$ cat src/rtl/ebm_pkg.sv
// Purpose: shared constants for the external bus mux and bank 0 decode
// Assumes: 25 MHz system clock, one clock domain
// Notes: address map offsets, pin positions and the filter and port reset values live here
`default_nettype none

package ebm_pkg;

  // ************************************************************
  // address map of bank 0
  // ************************************************************
  localparam logic [7:0] EBM_BANK0 = 8'h00;
  localparam logic [15:0] EBM_SFR_LAST = 16'h007F;
  localparam logic [15:0] EBM_RAM_FIRST = 16'h0080;
  localparam logic [15:0] EBM_RAM_LAST = 16'h047F;
  localparam logic [15:0] EBM_ROM_FIRST = 16'h8000;
  localparam logic [15:0] EBM_VEC_FIRST = 16'hFFD6;

  // ************************************************************
  // port indices and pin positions
  // ************************************************************
  localparam int EBM_NPORT = 5;
  localparam logic [2:0] EBM_PORT0 = 3'h0;
  localparam logic [2:0] EBM_PORT1 = 3'h1;
  localparam logic [2:0] EBM_PORT2 = 3'h2;
  localparam logic [2:0] EBM_PORT3 = 3'h3;
  localparam logic [2:0] EBM_PORT4 = 3'h4;
  localparam int EBM_P3_RW = 0;
  localparam int EBM_P3_UBE = 1;
  localparam int EBM_P3_ALE = 2;
  localparam int EBM_P3_GRANT = 3;
  localparam int EBM_P4_HOLD = 0;
  localparam int EBM_P4_RDY = 1;
  localparam int EBM_P4_PHI = 2;

  // ************************************************************
  // synchroniser layout: {byte_width_sel, proc_mode_select, p4, p3, p2, p1, p0}
  // ************************************************************
  localparam int EBM_SYNC_W = 38;
  localparam int EBM_SYNC_MODE = 36;
  localparam int EBM_SYNC_BYTE = 37;
  localparam int EBM_SYNC_P4 = 28;
  // hold and ready idle high (inactive) so nothing happens out of reset
  localparam logic [37:0] EBM_SYNC_RST = 38'h0030000000;

  // ************************************************************
  // timing and reset values
  // ************************************************************
  localparam logic [1:0] EBM_STRB_CYC = 2'h3;
  localparam logic [7:0] EBM_DIR_RST = 8'h00;
  localparam logic [7:0] EBM_DAT_RST = 8'h00;

  // bus sequencer states, one-hot
  typedef enum logic [4:0] {
    EBM_ST_IDLE = 5'b00001,
    EBM_ST_ADDR = 5'b00010,
    EBM_ST_STRB = 5'b00100,
    EBM_ST_DONE = 5'b01000,
    EBM_ST_HOLD = 5'b10000
  } ebm_state_t;

endpackage : ebm_pkg

`default_nettype wire

$ cat src/rtl/ebm_bus_mux.sv
// Purpose: external multiplexed bus, port pin muxing and bank 0 decode
// Assumes: core logic on clk_sys issues accesses; pins are asynchronous
// Notes: pin output enables are active low (low while driving)
// Behaviour
// - BYTE low gives 16-bit bus, high 8-bit
// - single-chip pins follow per-port direction registers
// - reset sets every port pin to input
// - port 0 drives address 7..0 whenever the bus is owned
// - wide bus: port 1 data strobed, else address
// - narrow bus: port 1 carries only address
// - port 2 data strobed, else address 23..16
// - port 3 outputs rw, ube, ale, grant
// - port 4 bits 0,1 become hold, ready
// - port 4 bit 2 outputs clock by two
// - 24-bit space split into 64K banks
// - on-chip targets decoded only in bank 0
// - bank 0 8000..FFFF selects on-chip ROM unless in microprocessor mode
// - bank 0 FFD6..FFFF flags vector area
// - bank 0 80..47F selects on-chip RAM
// - bank 0 0..7F selects peripheral registers
// - direct page window from base plus offset
// - external transfers only while strobe low
`default_nettype none

module ebm_bus_mux (
  // clock and reset
  input wire logic clk_sys,
  input wire logic reset_n,
  // mode pins and mode control
  input wire logic proc_mode_select,
  input wire logic byte_width_sel,
  input wire logic mem_expand_en,
  input wire logic phi_out_en,
  // port register writes from core
  input wire logic dir_wr,
  input wire logic dat_wr,
  input wire logic [2:0] port_sel,
  input wire logic [7:0] port_wdata,
  // core access request
  input wire logic core_req,
  input wire logic core_write,
  input wire logic core_word,
  input wire logic core_dp,
  input wire logic [23:0] core_addr,
  input wire logic [7:0] core_dp_offset,
  input wire logic [15:0] direct_page_base,
  input wire logic [15:0] core_wdata,
  // core access answer
  output logic core_ack,
  output logic core_done_q,
  output logic [15:0] core_rdata_q,
  output logic sel_sfr_q,
  output logic sel_ram_q,
  output logic sel_rom_q,
  output logic sel_vector_q,
  output logic sel_none_q,
  // filtered pin levels for port reads
  output logic [7:0] port0_level_q,
  output logic [7:0] port1_level_q,
  output logic [7:0] port2_level_q,
  output logic [3:0] port3_level_q,
  output logic [7:0] port4_level_q,
  // enable strobe pin
  output logic enable_strobe_n,
  // port 0 pins
  input wire logic [7:0] p0_in,
  output logic [7:0] p0_out,
  output logic [7:0] p0_oe_n,
  // port 1 pins
  input wire logic [7:0] p1_in,
  output logic [7:0] p1_out,
  output logic [7:0] p1_oe_n,
  // port 2 pins
  input wire logic [7:0] p2_in,
  output logic [7:0] p2_out,
  output logic [7:0] p2_oe_n,
  // port 3 pins
  input wire logic [3:0] p3_in,
  output logic [3:0] p3_out,
  output logic [3:0] p3_oe_n,
  // port 4 pins
  input wire logic [7:0] p4_in,
  output logic [7:0] p4_out,
  output logic [7:0] p4_oe_n
);
  import ebm_pkg::*;

  // ************************************************************
  // decode functions
  // ************************************************************
  // region flags: {none, vector, rom, ram, sfr}; rom only when on-chip rom is used
  function automatic logic [4:0] ebm_decode(input logic [23:0] a, input logic rom_on);
    logic b0;
    logic sfr;
    logic ram;
    logic rom;
    b0 = (a[23:16] == EBM_BANK0);
    sfr = b0 && (a[15:0] <= EBM_SFR_LAST);
    ram = b0 && (a[15:0] >= EBM_RAM_FIRST) && (a[15:0] <= EBM_RAM_LAST);
    rom = rom_on && b0 && (a[15:0] >= EBM_ROM_FIRST);
    ebm_decode = {!(sfr || ram || rom), rom && (a[15:0] >= EBM_VEC_FIRST), rom, ram, sfr};
  endfunction : ebm_decode

  // direct page wraps inside bank 0
  function automatic logic [23:0] ebm_dp_addr(input logic [15:0] base, input logic [7:0] off);
    logic [15:0] sum;
    sum = base + {8'h00, off};
    ebm_dp_addr = {EBM_BANK0, sum};
  endfunction : ebm_dp_addr

  // ************************************************************
  // pin synchroniser and filter
  // ************************************************************
  logic [EBM_SYNC_W-1:0] sync1_q;
  logic [EBM_SYNC_W-1:0] sync2_q;
  logic [EBM_SYNC_W-1:0] sync3_q;
  logic [EBM_SYNC_W-1:0] filt_q;
  logic [EBM_SYNC_W-1:0] filt_d;
  wire [EBM_SYNC_W-1:0] raw_pins = {byte_width_sel, proc_mode_select, p4_in, p3_in, p2_in,
                                    p1_in, p0_in};

  // a bit changes only once stages two and three agree, which rejects single glitches
  assign filt_d = (~(sync2_q ^ sync3_q) & sync2_q) | ((sync2_q ^ sync3_q) & filt_q);

  always_ff @(posedge clk_sys or negedge reset_n) begin
    if (!reset_n) begin
      sync1_q <= EBM_SYNC_RST;
      sync2_q <= EBM_SYNC_RST;
      sync3_q <= EBM_SYNC_RST;
      filt_q <= EBM_SYNC_RST;
    end else begin
      sync1_q <= raw_pins;
      sync2_q <= sync1_q;
      sync3_q <= sync2_q;
      filt_q <= filt_d;
    end
  end

  // ************************************************************
  // mode selection
  // ************************************************************
  wire mode_micro = filt_q[EBM_SYNC_MODE];
  wire mode_exp = mode_micro || mem_expand_en;
  wire bus_wide = !filt_q[EBM_SYNC_BYTE];
  wire [7:0] lvl_p4 = filt_q[EBM_SYNC_P4 +: 8];
  wire hold_req = mode_exp && !lvl_p4[EBM_P4_HOLD];
  wire rdy_ok = lvl_p4[EBM_P4_RDY];
  // the pin levels exposed to the core are the filtered copies
  assign port0_level_q = filt_q[7:0];
  assign port1_level_q = filt_q[15:8];
  assign port2_level_q = filt_q[23:16];
  assign port3_level_q = filt_q[27:24];
  assign port4_level_q = lvl_p4;

  // ************************************************************
  // port direction and data registers
  // ************************************************************
  logic [7:0] dir_q [EBM_NPORT];
  logic [7:0] dat_q [EBM_NPORT];

  // direction zero means input; every port starts as input
  always_ff @(posedge clk_sys or negedge reset_n) begin
    if (!reset_n) begin
      for (int i = 0; i < EBM_NPORT; i++) begin
        dir_q[i] <= EBM_DIR_RST;
        dat_q[i] <= EBM_DAT_RST;
      end
    end else begin
      if (dir_wr && (port_sel <= EBM_PORT4)) begin
        dir_q[port_sel] <= port_wdata;
      end
      if (dat_wr && (port_sel <= EBM_PORT4)) begin
        dat_q[port_sel] <= port_wdata;
      end
    end
  end

  // ************************************************************
  // bus sequencer
  // ************************************************************
  ebm_state_t state_q;
  ebm_state_t state_d;
  logic [23:0] addr_q;
  logic [15:0] wdata_q;
  logic write_q;
  logic word_q;
  logic hi_q;
  logic [1:0] cnt_q;
  logic phi_q;
  logic [4:0] sel_q;

  wire [23:0] take_addr = core_dp ? ebm_dp_addr(direct_page_base, core_dp_offset) : core_addr;
  wire [4:0] take_sel = ebm_decode(take_addr, !mode_micro);
  wire take = core_req && core_ack;
  wire take_ext = take && take_sel[4] && mode_exp;
  wire strb_end = (cnt_q == EBM_STRB_CYC) && rdy_ok;
  // narrow bus word access runs a second byte cycle at the next address
  wire need_hi = word_q && !bus_wide && !hi_q;
  wire st_idle = (state_q == EBM_ST_IDLE);
  wire st_addr = (state_q == EBM_ST_ADDR);
  wire st_strb = (state_q == EBM_ST_STRB);
  wire st_hold = (state_q == EBM_ST_HOLD);

  // hold is only granted between transfers, never inside one
  assign core_ack = st_idle && !hold_req;

  always_comb begin
    state_d = state_q;
    unique case (state_q)
      EBM_ST_IDLE: begin
        if (hold_req) begin
          state_d = EBM_ST_HOLD;
        end else if (take_ext) begin
          state_d = EBM_ST_ADDR;
        end
      end
      EBM_ST_ADDR: begin
        state_d = EBM_ST_STRB;
      end
      EBM_ST_STRB: begin
        if (strb_end) begin
          state_d = EBM_ST_DONE;
        end
      end
      EBM_ST_DONE: begin
        state_d = need_hi ? EBM_ST_ADDR : EBM_ST_IDLE;
      end
      EBM_ST_HOLD: begin
        if (!hold_req) begin
          state_d = EBM_ST_IDLE;
        end
      end
      default: begin
        state_d = EBM_ST_IDLE;
      end
    endcase
  end

  // read data lands per byte lane; odd bytes on a wide bus come on port 1
  // the filter's next value is the first copy holding strobe data, so it is taken at done
  wire [7:0] lane_lo = filt_d[23:16];
  wire [7:0] lane_hi = filt_d[15:8];
  wire odd_wide = bus_wide && !word_q && addr_q[0];
  wire [15:0] rd_capt = hi_q ? {lane_lo, core_rdata_q[7:0]} :
                        (bus_wide && word_q) ? {lane_hi, lane_lo} :
                        odd_wide ? {8'h00, lane_hi} : {8'h00, lane_lo};

  // state and access context
  always_ff @(posedge clk_sys or negedge reset_n) begin
    if (!reset_n) begin
      state_q <= EBM_ST_IDLE;
      addr_q <= 24'h000000;
      wdata_q <= 16'h0000;
      write_q <= 1'b0;
      word_q <= 1'b0;
      hi_q <= 1'b0;
      cnt_q <= 2'h0;
    end else begin
      state_q <= state_d;
      cnt_q <= (st_strb && !strb_end) ? ((cnt_q == EBM_STRB_CYC) ? cnt_q : cnt_q + 2'h1) :
               (st_addr ? 2'h1 : 2'h0);
      if (take) begin
        addr_q <= take_addr;
        wdata_q <= core_wdata;
        write_q <= core_write;
        word_q <= core_word;
        hi_q <= 1'b0;
      end else if ((state_q == EBM_ST_DONE) && need_hi) begin
        addr_q <= addr_q + 24'h000001;
        hi_q <= 1'b1;
      end
    end
  end

  // answers to the core: select pulses for on-chip targets, done for every access
  always_ff @(posedge clk_sys or negedge reset_n) begin
    if (!reset_n) begin
      sel_q <= 5'h00;
      core_done_q <= 1'b0;
      core_rdata_q <= 16'h0000;
    end else begin
      sel_q <= (take && !take_ext) ? take_sel : 5'h00;
      core_done_q <= (take && !take_ext) || ((state_q == EBM_ST_DONE) && !need_hi);
      if ((state_q == EBM_ST_DONE) && !write_q) begin
        core_rdata_q <= rd_capt;
      end
    end
  end
  assign sel_sfr_q = sel_q[0];
  assign sel_ram_q = sel_q[1];
  assign sel_rom_q = sel_q[2];
  assign sel_vector_q = sel_q[3];
  assign sel_none_q = sel_q[4];

  // free-running divide by two of the system clock
  always_ff @(posedge clk_sys or negedge reset_n) begin
    if (!reset_n) begin
      phi_q <= 1'b0;
    end else begin
      phi_q <= !phi_q;
    end
  end

  // ************************************************************
  // pin multiplexing
  // ************************************************************
  wire bus_on = mode_exp && !st_hold;
  wire strobe_low = st_strb;
  wire drive_data = strobe_low && write_q;
  wire [7:0] wr_lo = hi_q ? wdata_q[15:8] : wdata_q[7:0];
  wire [7:0] wr_hi = word_q ? wdata_q[15:8] : wdata_q[7:0];
  wire ube_n = !(bus_wide && (word_q || addr_q[0]));
  wire in_cycle = st_addr || st_strb || (state_q == EBM_ST_DONE);
  wire phi_sel = mode_micro || phi_out_en;

  assign enable_strobe_n = !strobe_low;

  // port 0: address low byte whenever the bus is owned
  assign p0_out = bus_on ? addr_q[7:0] : dat_q[EBM_PORT0];
  assign p0_oe_n = mode_exp ? {8{st_hold}} : ~dir_q[EBM_PORT0];

  // port 1: upper data under strobe on a wide bus, address otherwise
  assign p1_out = !mode_exp ? dat_q[EBM_PORT1] :
                  (bus_wide && strobe_low) ? wr_hi : addr_q[15:8];
  assign p1_oe_n = !mode_exp ? ~dir_q[EBM_PORT1] :
                   {8{st_hold || (bus_wide && strobe_low && !write_q)}};

  // port 2: lower data under strobe, bank byte otherwise
  assign p2_out = !mode_exp ? dat_q[EBM_PORT2] : (strobe_low ? wr_lo : addr_q[23:16]);
  assign p2_oe_n = !mode_exp ? ~dir_q[EBM_PORT2] :
                   {8{st_hold || (strobe_low && !drive_data)}};

  // port 3: bus control; the grant stays driven while others are released
  assign p3_out = !mode_exp ? dat_q[EBM_PORT3][3:0] :
                  {!st_hold, st_addr, ube_n, !(in_cycle && write_q)};
  assign p3_oe_n = !mode_exp ? ~dir_q[EBM_PORT3][3:0] : {1'b0, {3{st_hold}}};

  // port 4: hold and ready become inputs, bit 2 may carry the divided clock
  assign p4_out = {dat_q[EBM_PORT4][7:3], phi_sel ? phi_q : dat_q[EBM_PORT4][2],
                   dat_q[EBM_PORT4][1:0]};
  assign p4_oe_n = {~dir_q[EBM_PORT4][7:3], phi_sel ? 1'b0 : ~dir_q[EBM_PORT4][2],
                    mode_exp ? 2'b11 : ~dir_q[EBM_PORT4][1:0]};
endmodule : ebm_bus_mux

`default_nettype wire

$ cat config.mk
export PLATFORM = sky130hd
export DESIGN_NAME = ebm_bus_mux
export DESIGN_NICKNAME = d
export VERILOG_FILES = /design/src/rtl/ebm_pkg.sv /design/src/rtl/ebm_bus_mux.sv
export SDC_FILE = /design/constraint.sdc
export NUM_CORES = 1
export LEC_CHECK = 0
export ABC_AREA = 1
export BUFFER_PORTS_ARGS = -buffer_cell sky130_fd_sc_hd__buf_4
export CORE_ASPECT_RATIO = 0.75
export CORE_UTILIZATION = 50
export DETAILED_ROUTE_END_ITERATION = 8
export PLACE_DENSITY = 0.77
export SETUP_SLACK_MARGIN = 0.02
export SYNTH_ARGS = -nofsm -noshare
export SYNTH_HDL_FRONTEND = slang
export SYNTH_SLANG_ARGS = --single-unit
$ cat constraint.sdc
create_clock -name clk_sys -period 2.1 [get_ports clk_sys]
set_input_delay 0.42 -clock clk_sys [delete_from_list [all_inputs] [get_ports clk_sys]]
set_output_delay 0.42 -clock clk_sys [all_outputs]
set_load 0.05 [all_outputs]
==> Word level (Yosys, flattened, before mapping) <==
Cells that the tools add are included.
Widths: inputs -> output; s select.
{ "word_totals": {"latchBits": 0, "register_bits": 305, "out_inout_bits": 132, "ram_bits": 0, "mem_bits_ro": 0, "wordCells": 161, "n_memories": 0} }
{ "classes": {"muxes": 37, "n_reduce_logical": 63, "multipliers": 0, "n_bitwise": 14, "n_lt_le_gt_ge": 8, "n_shift": 0, "div": 0, "n_addsub": 3, "eq_ne": 10} }
{ "ops": {"columns": ["cell", "count"], "rows": [
  ["$mux 8", 12],
  ["$bwmux 40", 2],
  ["$and 38x38->38", 2],
  ["$mux 24", 3],
  ["$not 38->38", 1],
  ["$or 38x38->38", 1],
  ["$xor 38x38->38", 1],
  ["$ge 16x16->1 const B", 2],
  ["$logic_and 1x1->1", 32],
  ["$mux 16", 2],
  ["$mux 5", 5],
  ["$pmux 5 s5", 1],
  ["$add 24x1->24 const B", 1],
  ["$demux 8 s3", 1],
  ["$not 8->8", 3],
  ["$logic_not 1->1", 17],
  ["$add 16x8->16", 1],
  ["$ge 16x8->1 const B", 1],
  ["$le 16x11->1 const B", 1],
  ["$le 16x7->1 const B", 1],
  ["$logic_or 1x1->1", 10],
  ["$logic_not 8->1", 1],
  ["$mux 2", 4],
  ["$mux 4", 2],
  ["21 further kinds", 28]
]} }

==> Longest topological paths before layout <==
{ "depth": {"depth_word": 13, "depth_mapped": 18} }

==> Worst setup path after synthesis <==
No wires, ideal clock.
{ "synth_timing": {"path_kind": "flip-flop to output port", "start": "register state_q[1]", "end": "output port p1_out[4]", "arrival_time_ns": 2.814, "stages_incl_launch_ff": 9, "setup_slack_ns": -1.134, "cell_sequence": "dfrtp_1 nor2_1 nand2_1 nor3_4 inv_1 nor2_2 clkbuf_1 o21ai_0 o21ai_0"} }
{ "synth_via": {"elab_chain_len": 4} }
{ "synth_lines": {"columns": ["element", "line_no", "text"], "rows": [
  ["from (decl)", "ebm_bus_mux.sv:181", "ebm_state_t state_q;"],
  ["from (signal assigned)", "ebm_bus_mux.sv:259", "state_q <= state_d;"],
  ["$eq 5x3->1", "ebm_bus_mux.sv:201", "wire st_strb = (state_q == EBM_ST_STRB);"],
  ["$logic_and 1x1->1", "ebm_bus_mux.sv:324", "(bus_wide && strobe_low) ? wr_hi : addr_q[15:8];"],
  ["$mux 8", "ebm_bus_mux.sv:324", null],
  ["$mux 8", "ebm_bus_mux.sv:323", "assign p1_out = !mode_exp ? dat_q[EBM_PORT1] :"],
  ["to (decl)", "ebm_bus_mux.sv:71", "output logic [7:0] p1_out,"]
]} }
No other way between the ends.

==> Final worst setup path <==
{ "layout_timing": {"start": "register state_q[4]", "end": "output port p2_out[7]"} }
{ "layout_via": {"elab_chain_len": 3} }
{ "layout_lines": {"columns": ["element", "line_no", "text"], "rows": [
  ["$eq 5x3->1", "ebm_bus_mux.sv:201", null],
  ["$mux 8 (2 in a row)", "ebm_bus_mux.sv:329", "assign p2_out = !mode_exp ? dat_q[EBM_PORT2] : (strobe_low ? wr_lo : addr_q[23:16]);"],
  ["to (decl)", "ebm_bus_mux.sv:75", "output logic [7:0] p2_out,"]
]} }
No other way between the ends.

==> results.cfg <==
[placement]
dp.cells = 1878
dp_hpwl_mm = 25.31
portBuffers = 254
place_area_mm2 = 0.01551
dp_slack_ns = -0.4865
gp_congestion = 0.9147

[route]
avgRoutedWirePerCell_um = 18.42
first_iter_violations = 827
drtPass1Iterations = 5
drc_errors = 0
vias = 10900
routed_wl_mm = 36.93
detail_route.vias_per_cell = 5.435
ant_nets = 0

[floorplanning]
fp.coreArea_mm2 = 0.02440
die_x_um = 185.5
io_pins = 255
start_util_pct = 51.74
fp.dieArea_mm2 = 0.02589
row_count = 49
die_h_um = 139.6

[cells_and_area]
mostFrequentLayoutCell = buf_4
area_growth_pct = 42.90
multi_input_area_mm2 = 0.005141
fin_cells = 2005
finalNetCount = 1786
final_cell_mix = 290 x buf_4, 286 x dfrtp_1, 269 x nand2_1
antenna_cells = 0
drive_gt1_share_pct = 36.56
fillers = 1622
fin_area_mm2 = 0.01804
ff_latch_area_mm2 = 0.007446

[sta]
worst_slack_ns = -0.5510
layout_min_cycle_time_ns = 2.651
tightest_slew_ns = 0.5559
rsz0062_at_grt = true
maxSlewHeadroom_pct = 62.90
fmax_mhz = 377.2
setup_viol = 71
fin_worst_skew_ns = 0.009486
setup_tns_ns = -23.11
fin_crit_sh_pct = 126.2
report.final.slew_viol_count = 0
hold_viol = 0

[synthesis]
ys_top_cells_by_area = dfrtp_1 57%, nand2_1 8.5%, o21ai_0 6.7%
yosysSeqAreaShare_pct = 58.96
yosysTopAreaCell = dfrtp_1
syn_area_mm2 = 0.01262
synth.net_count = 1432
async_reset_ff_share_pct = 100.0
avgSynthCellArea_um2 = 9.726
synth_edf_count = 0
synth_warnings = 0
synth-seq-cells = 297
syn_inst = 1298
synth.distinct_cells = 49
synthFlopType = dfrtp_1
synth_top_area_share_pct = 57.09

[job]
max_cap_violations = 0

[clock_tree]
clkLatencyLatePin_ns = 0.55
clk_pin_slew_worst_paths_ns = 0.07
clock-root-buffer = clkbuf_16
cts_tree = yes
clkSinkCount = 297
cts-buffers-inserted = 30
htreeDepth = 1
clockBufferDepth = 3

[setup_path]
criticalPathCategory = reg2out
r2r-start = state_q[0]
required_ns = 1.68
critPathLaunch = state_q[4]
start_kind = flip-flop
r2r_slack_ns = -0.19
cp-end-kind = output pin
cp_max_fo = 15
arrival_ns = 2.23

[run_status]
violations = negative setup slack
status = complete, but fails checks

[power]
p_switching_w = 0.008592
pwr-share-clk_pct = 26.0
power_w = 0.02193
pwr-share-comb_pct = 38.8
ir_drop_uv = 689.8
p_int_w = 0.01334
leakage_nw = 8.521
powerDensity_mw_per_mm2 = 1215
p_sw_share_pct = 39.18
p_seq_share_pct = 35.2

[min_path]
hp-class = in2reg
hp-start = core_wdata[13]

[global_route]
antenna_found_initial = 0
grt_pass1_wl_mm = 55.97
grt-ovfl-total = 0
grt_use_total_pct = 27.62
grt_pass1_vias = 10590
grt_max_degree = 73
==> kinds of logic (layout without fill, tap and decap cells) <==
logic type      after synthesis  after routing  synth area share [%]
compound gates              262            262                 11.62
xor+xnor                     19             19                 1.318
fa+ha+maj                    42             42                 3.608
simple gates                505            505                 17.94
flops                       297            297                 58.96
buf+inv                     173            549                 6.561
==> worst max-delay path, stage by stage (launching register included) <==
cell	delay [ns]
dfrtp_1	0.40
inv_1	0.12
nand2_2	0.08
nor3_4	0.13
buf_4	0.25
o21ai_0	0.16
o21ai_1	0.21
o21ai_2	0.15
buf_6	0.17
==> sequential cells by signal, indices dropped and copies added, names as in the netlist, 2 cells and up, named ones only <==
register / cells
p4_out: 7
sel_q: 5
state_q: 5
sync2_q: 38
core_rdata_q: 16
sync1_q: 38
addr_q: 24
cnt_q: 2
dir_q: 36
sync3_q: 38
wdata_q: 16
dat_q: 29
filt_q: 16
==> synthesized netlist by cell type (3+ instances only) <==
cell type  number
dfrtp_1       288
nand3_2        11
clkbuf_1       30
nor2_2          5
or2_2           6
nand3b_1        4
xor2_1         15
nor3_2          3
ha_1           10
xnor2_1         4
buf_2           8
nand4_1         8
a21oi_1        32
a2bb2oi_1       8
o221ai_1        9
maj3_1         31
buf_4          45
inv_2           5
nor2_4          4
nor2_1        103
o21ai_0       170
inv_1          84
a31oi_1        21
dfstp_2         9
o211ai_1        8
nand3_1        41
nand2_1       286
nor3_1         10
nand2_2        13
==> per-layer routing <==
layer	part of all wire [%]	vias up	track usage, %
met5	0	-	0
met4	2.8	0	7.829
met3	7.6	76	4.292
met2	46	516	42.66
met1	44	5343	40.40
li1	-	4963	-
==> path summary, 6_finish.rpt <==
path | depth (start not counted) | endpoint
max reg2reg | 13 | state_q[1]
min reg2reg | 0 | sync2_q[31]
min | 3 | wdata_q[13]
max | 8 | p2_out[7]
min in group asynchronous | 2 | async pin
max in group asynchronous | 3 | async pin
==> timing repair <==
item / in CTS / in global routing
hold buffers: 39 / 0
cloned: 0 / 1
hold endpoints to repair: 62 / 0
resized for setup: 108 / 115
pin swaps: 2 / 26
buffers inserted: 10 / 23
endpoints found under the setup margin: 65 / 107
==> layout make-up <==
class / instances / area share (%)
tap: 331 / 2.296
timing repair inverter: 1 / 0.09016
timing repair buffer: 404 / 20.03
inverter: 90 / 1.977
clock buffer: 41 / 4.730
clock inverter: 13 / 1.110
sequential: 297 / 41.27
multi-input combinational: 828 / 28.50
==> stage by stage <==
stage               hold WS [ns]  util, %
floorplan                 0.1244        -
global placement          0.2970    63.55
detailed placement        0.3012    63.55
CTS                      0.04393    71.24
global route             0.05259    73.94
finish                   0.06452    73.94
==> power groups by stage <==
stage                     clock (W)  sequential, W  combinational [W]
after floorplan                   0        0.00791            0.00457
after global placement            0        0.00763            0.00719
after detailed placement          0        0.00767            0.00733
after CTS                   0.00577        0.00761            0.00790
after global routing        0.00603        0.00781            0.00899
final                       0.00570        0.00771            0.00851
No activity file was read; power rests on OpenSTA's default activity.
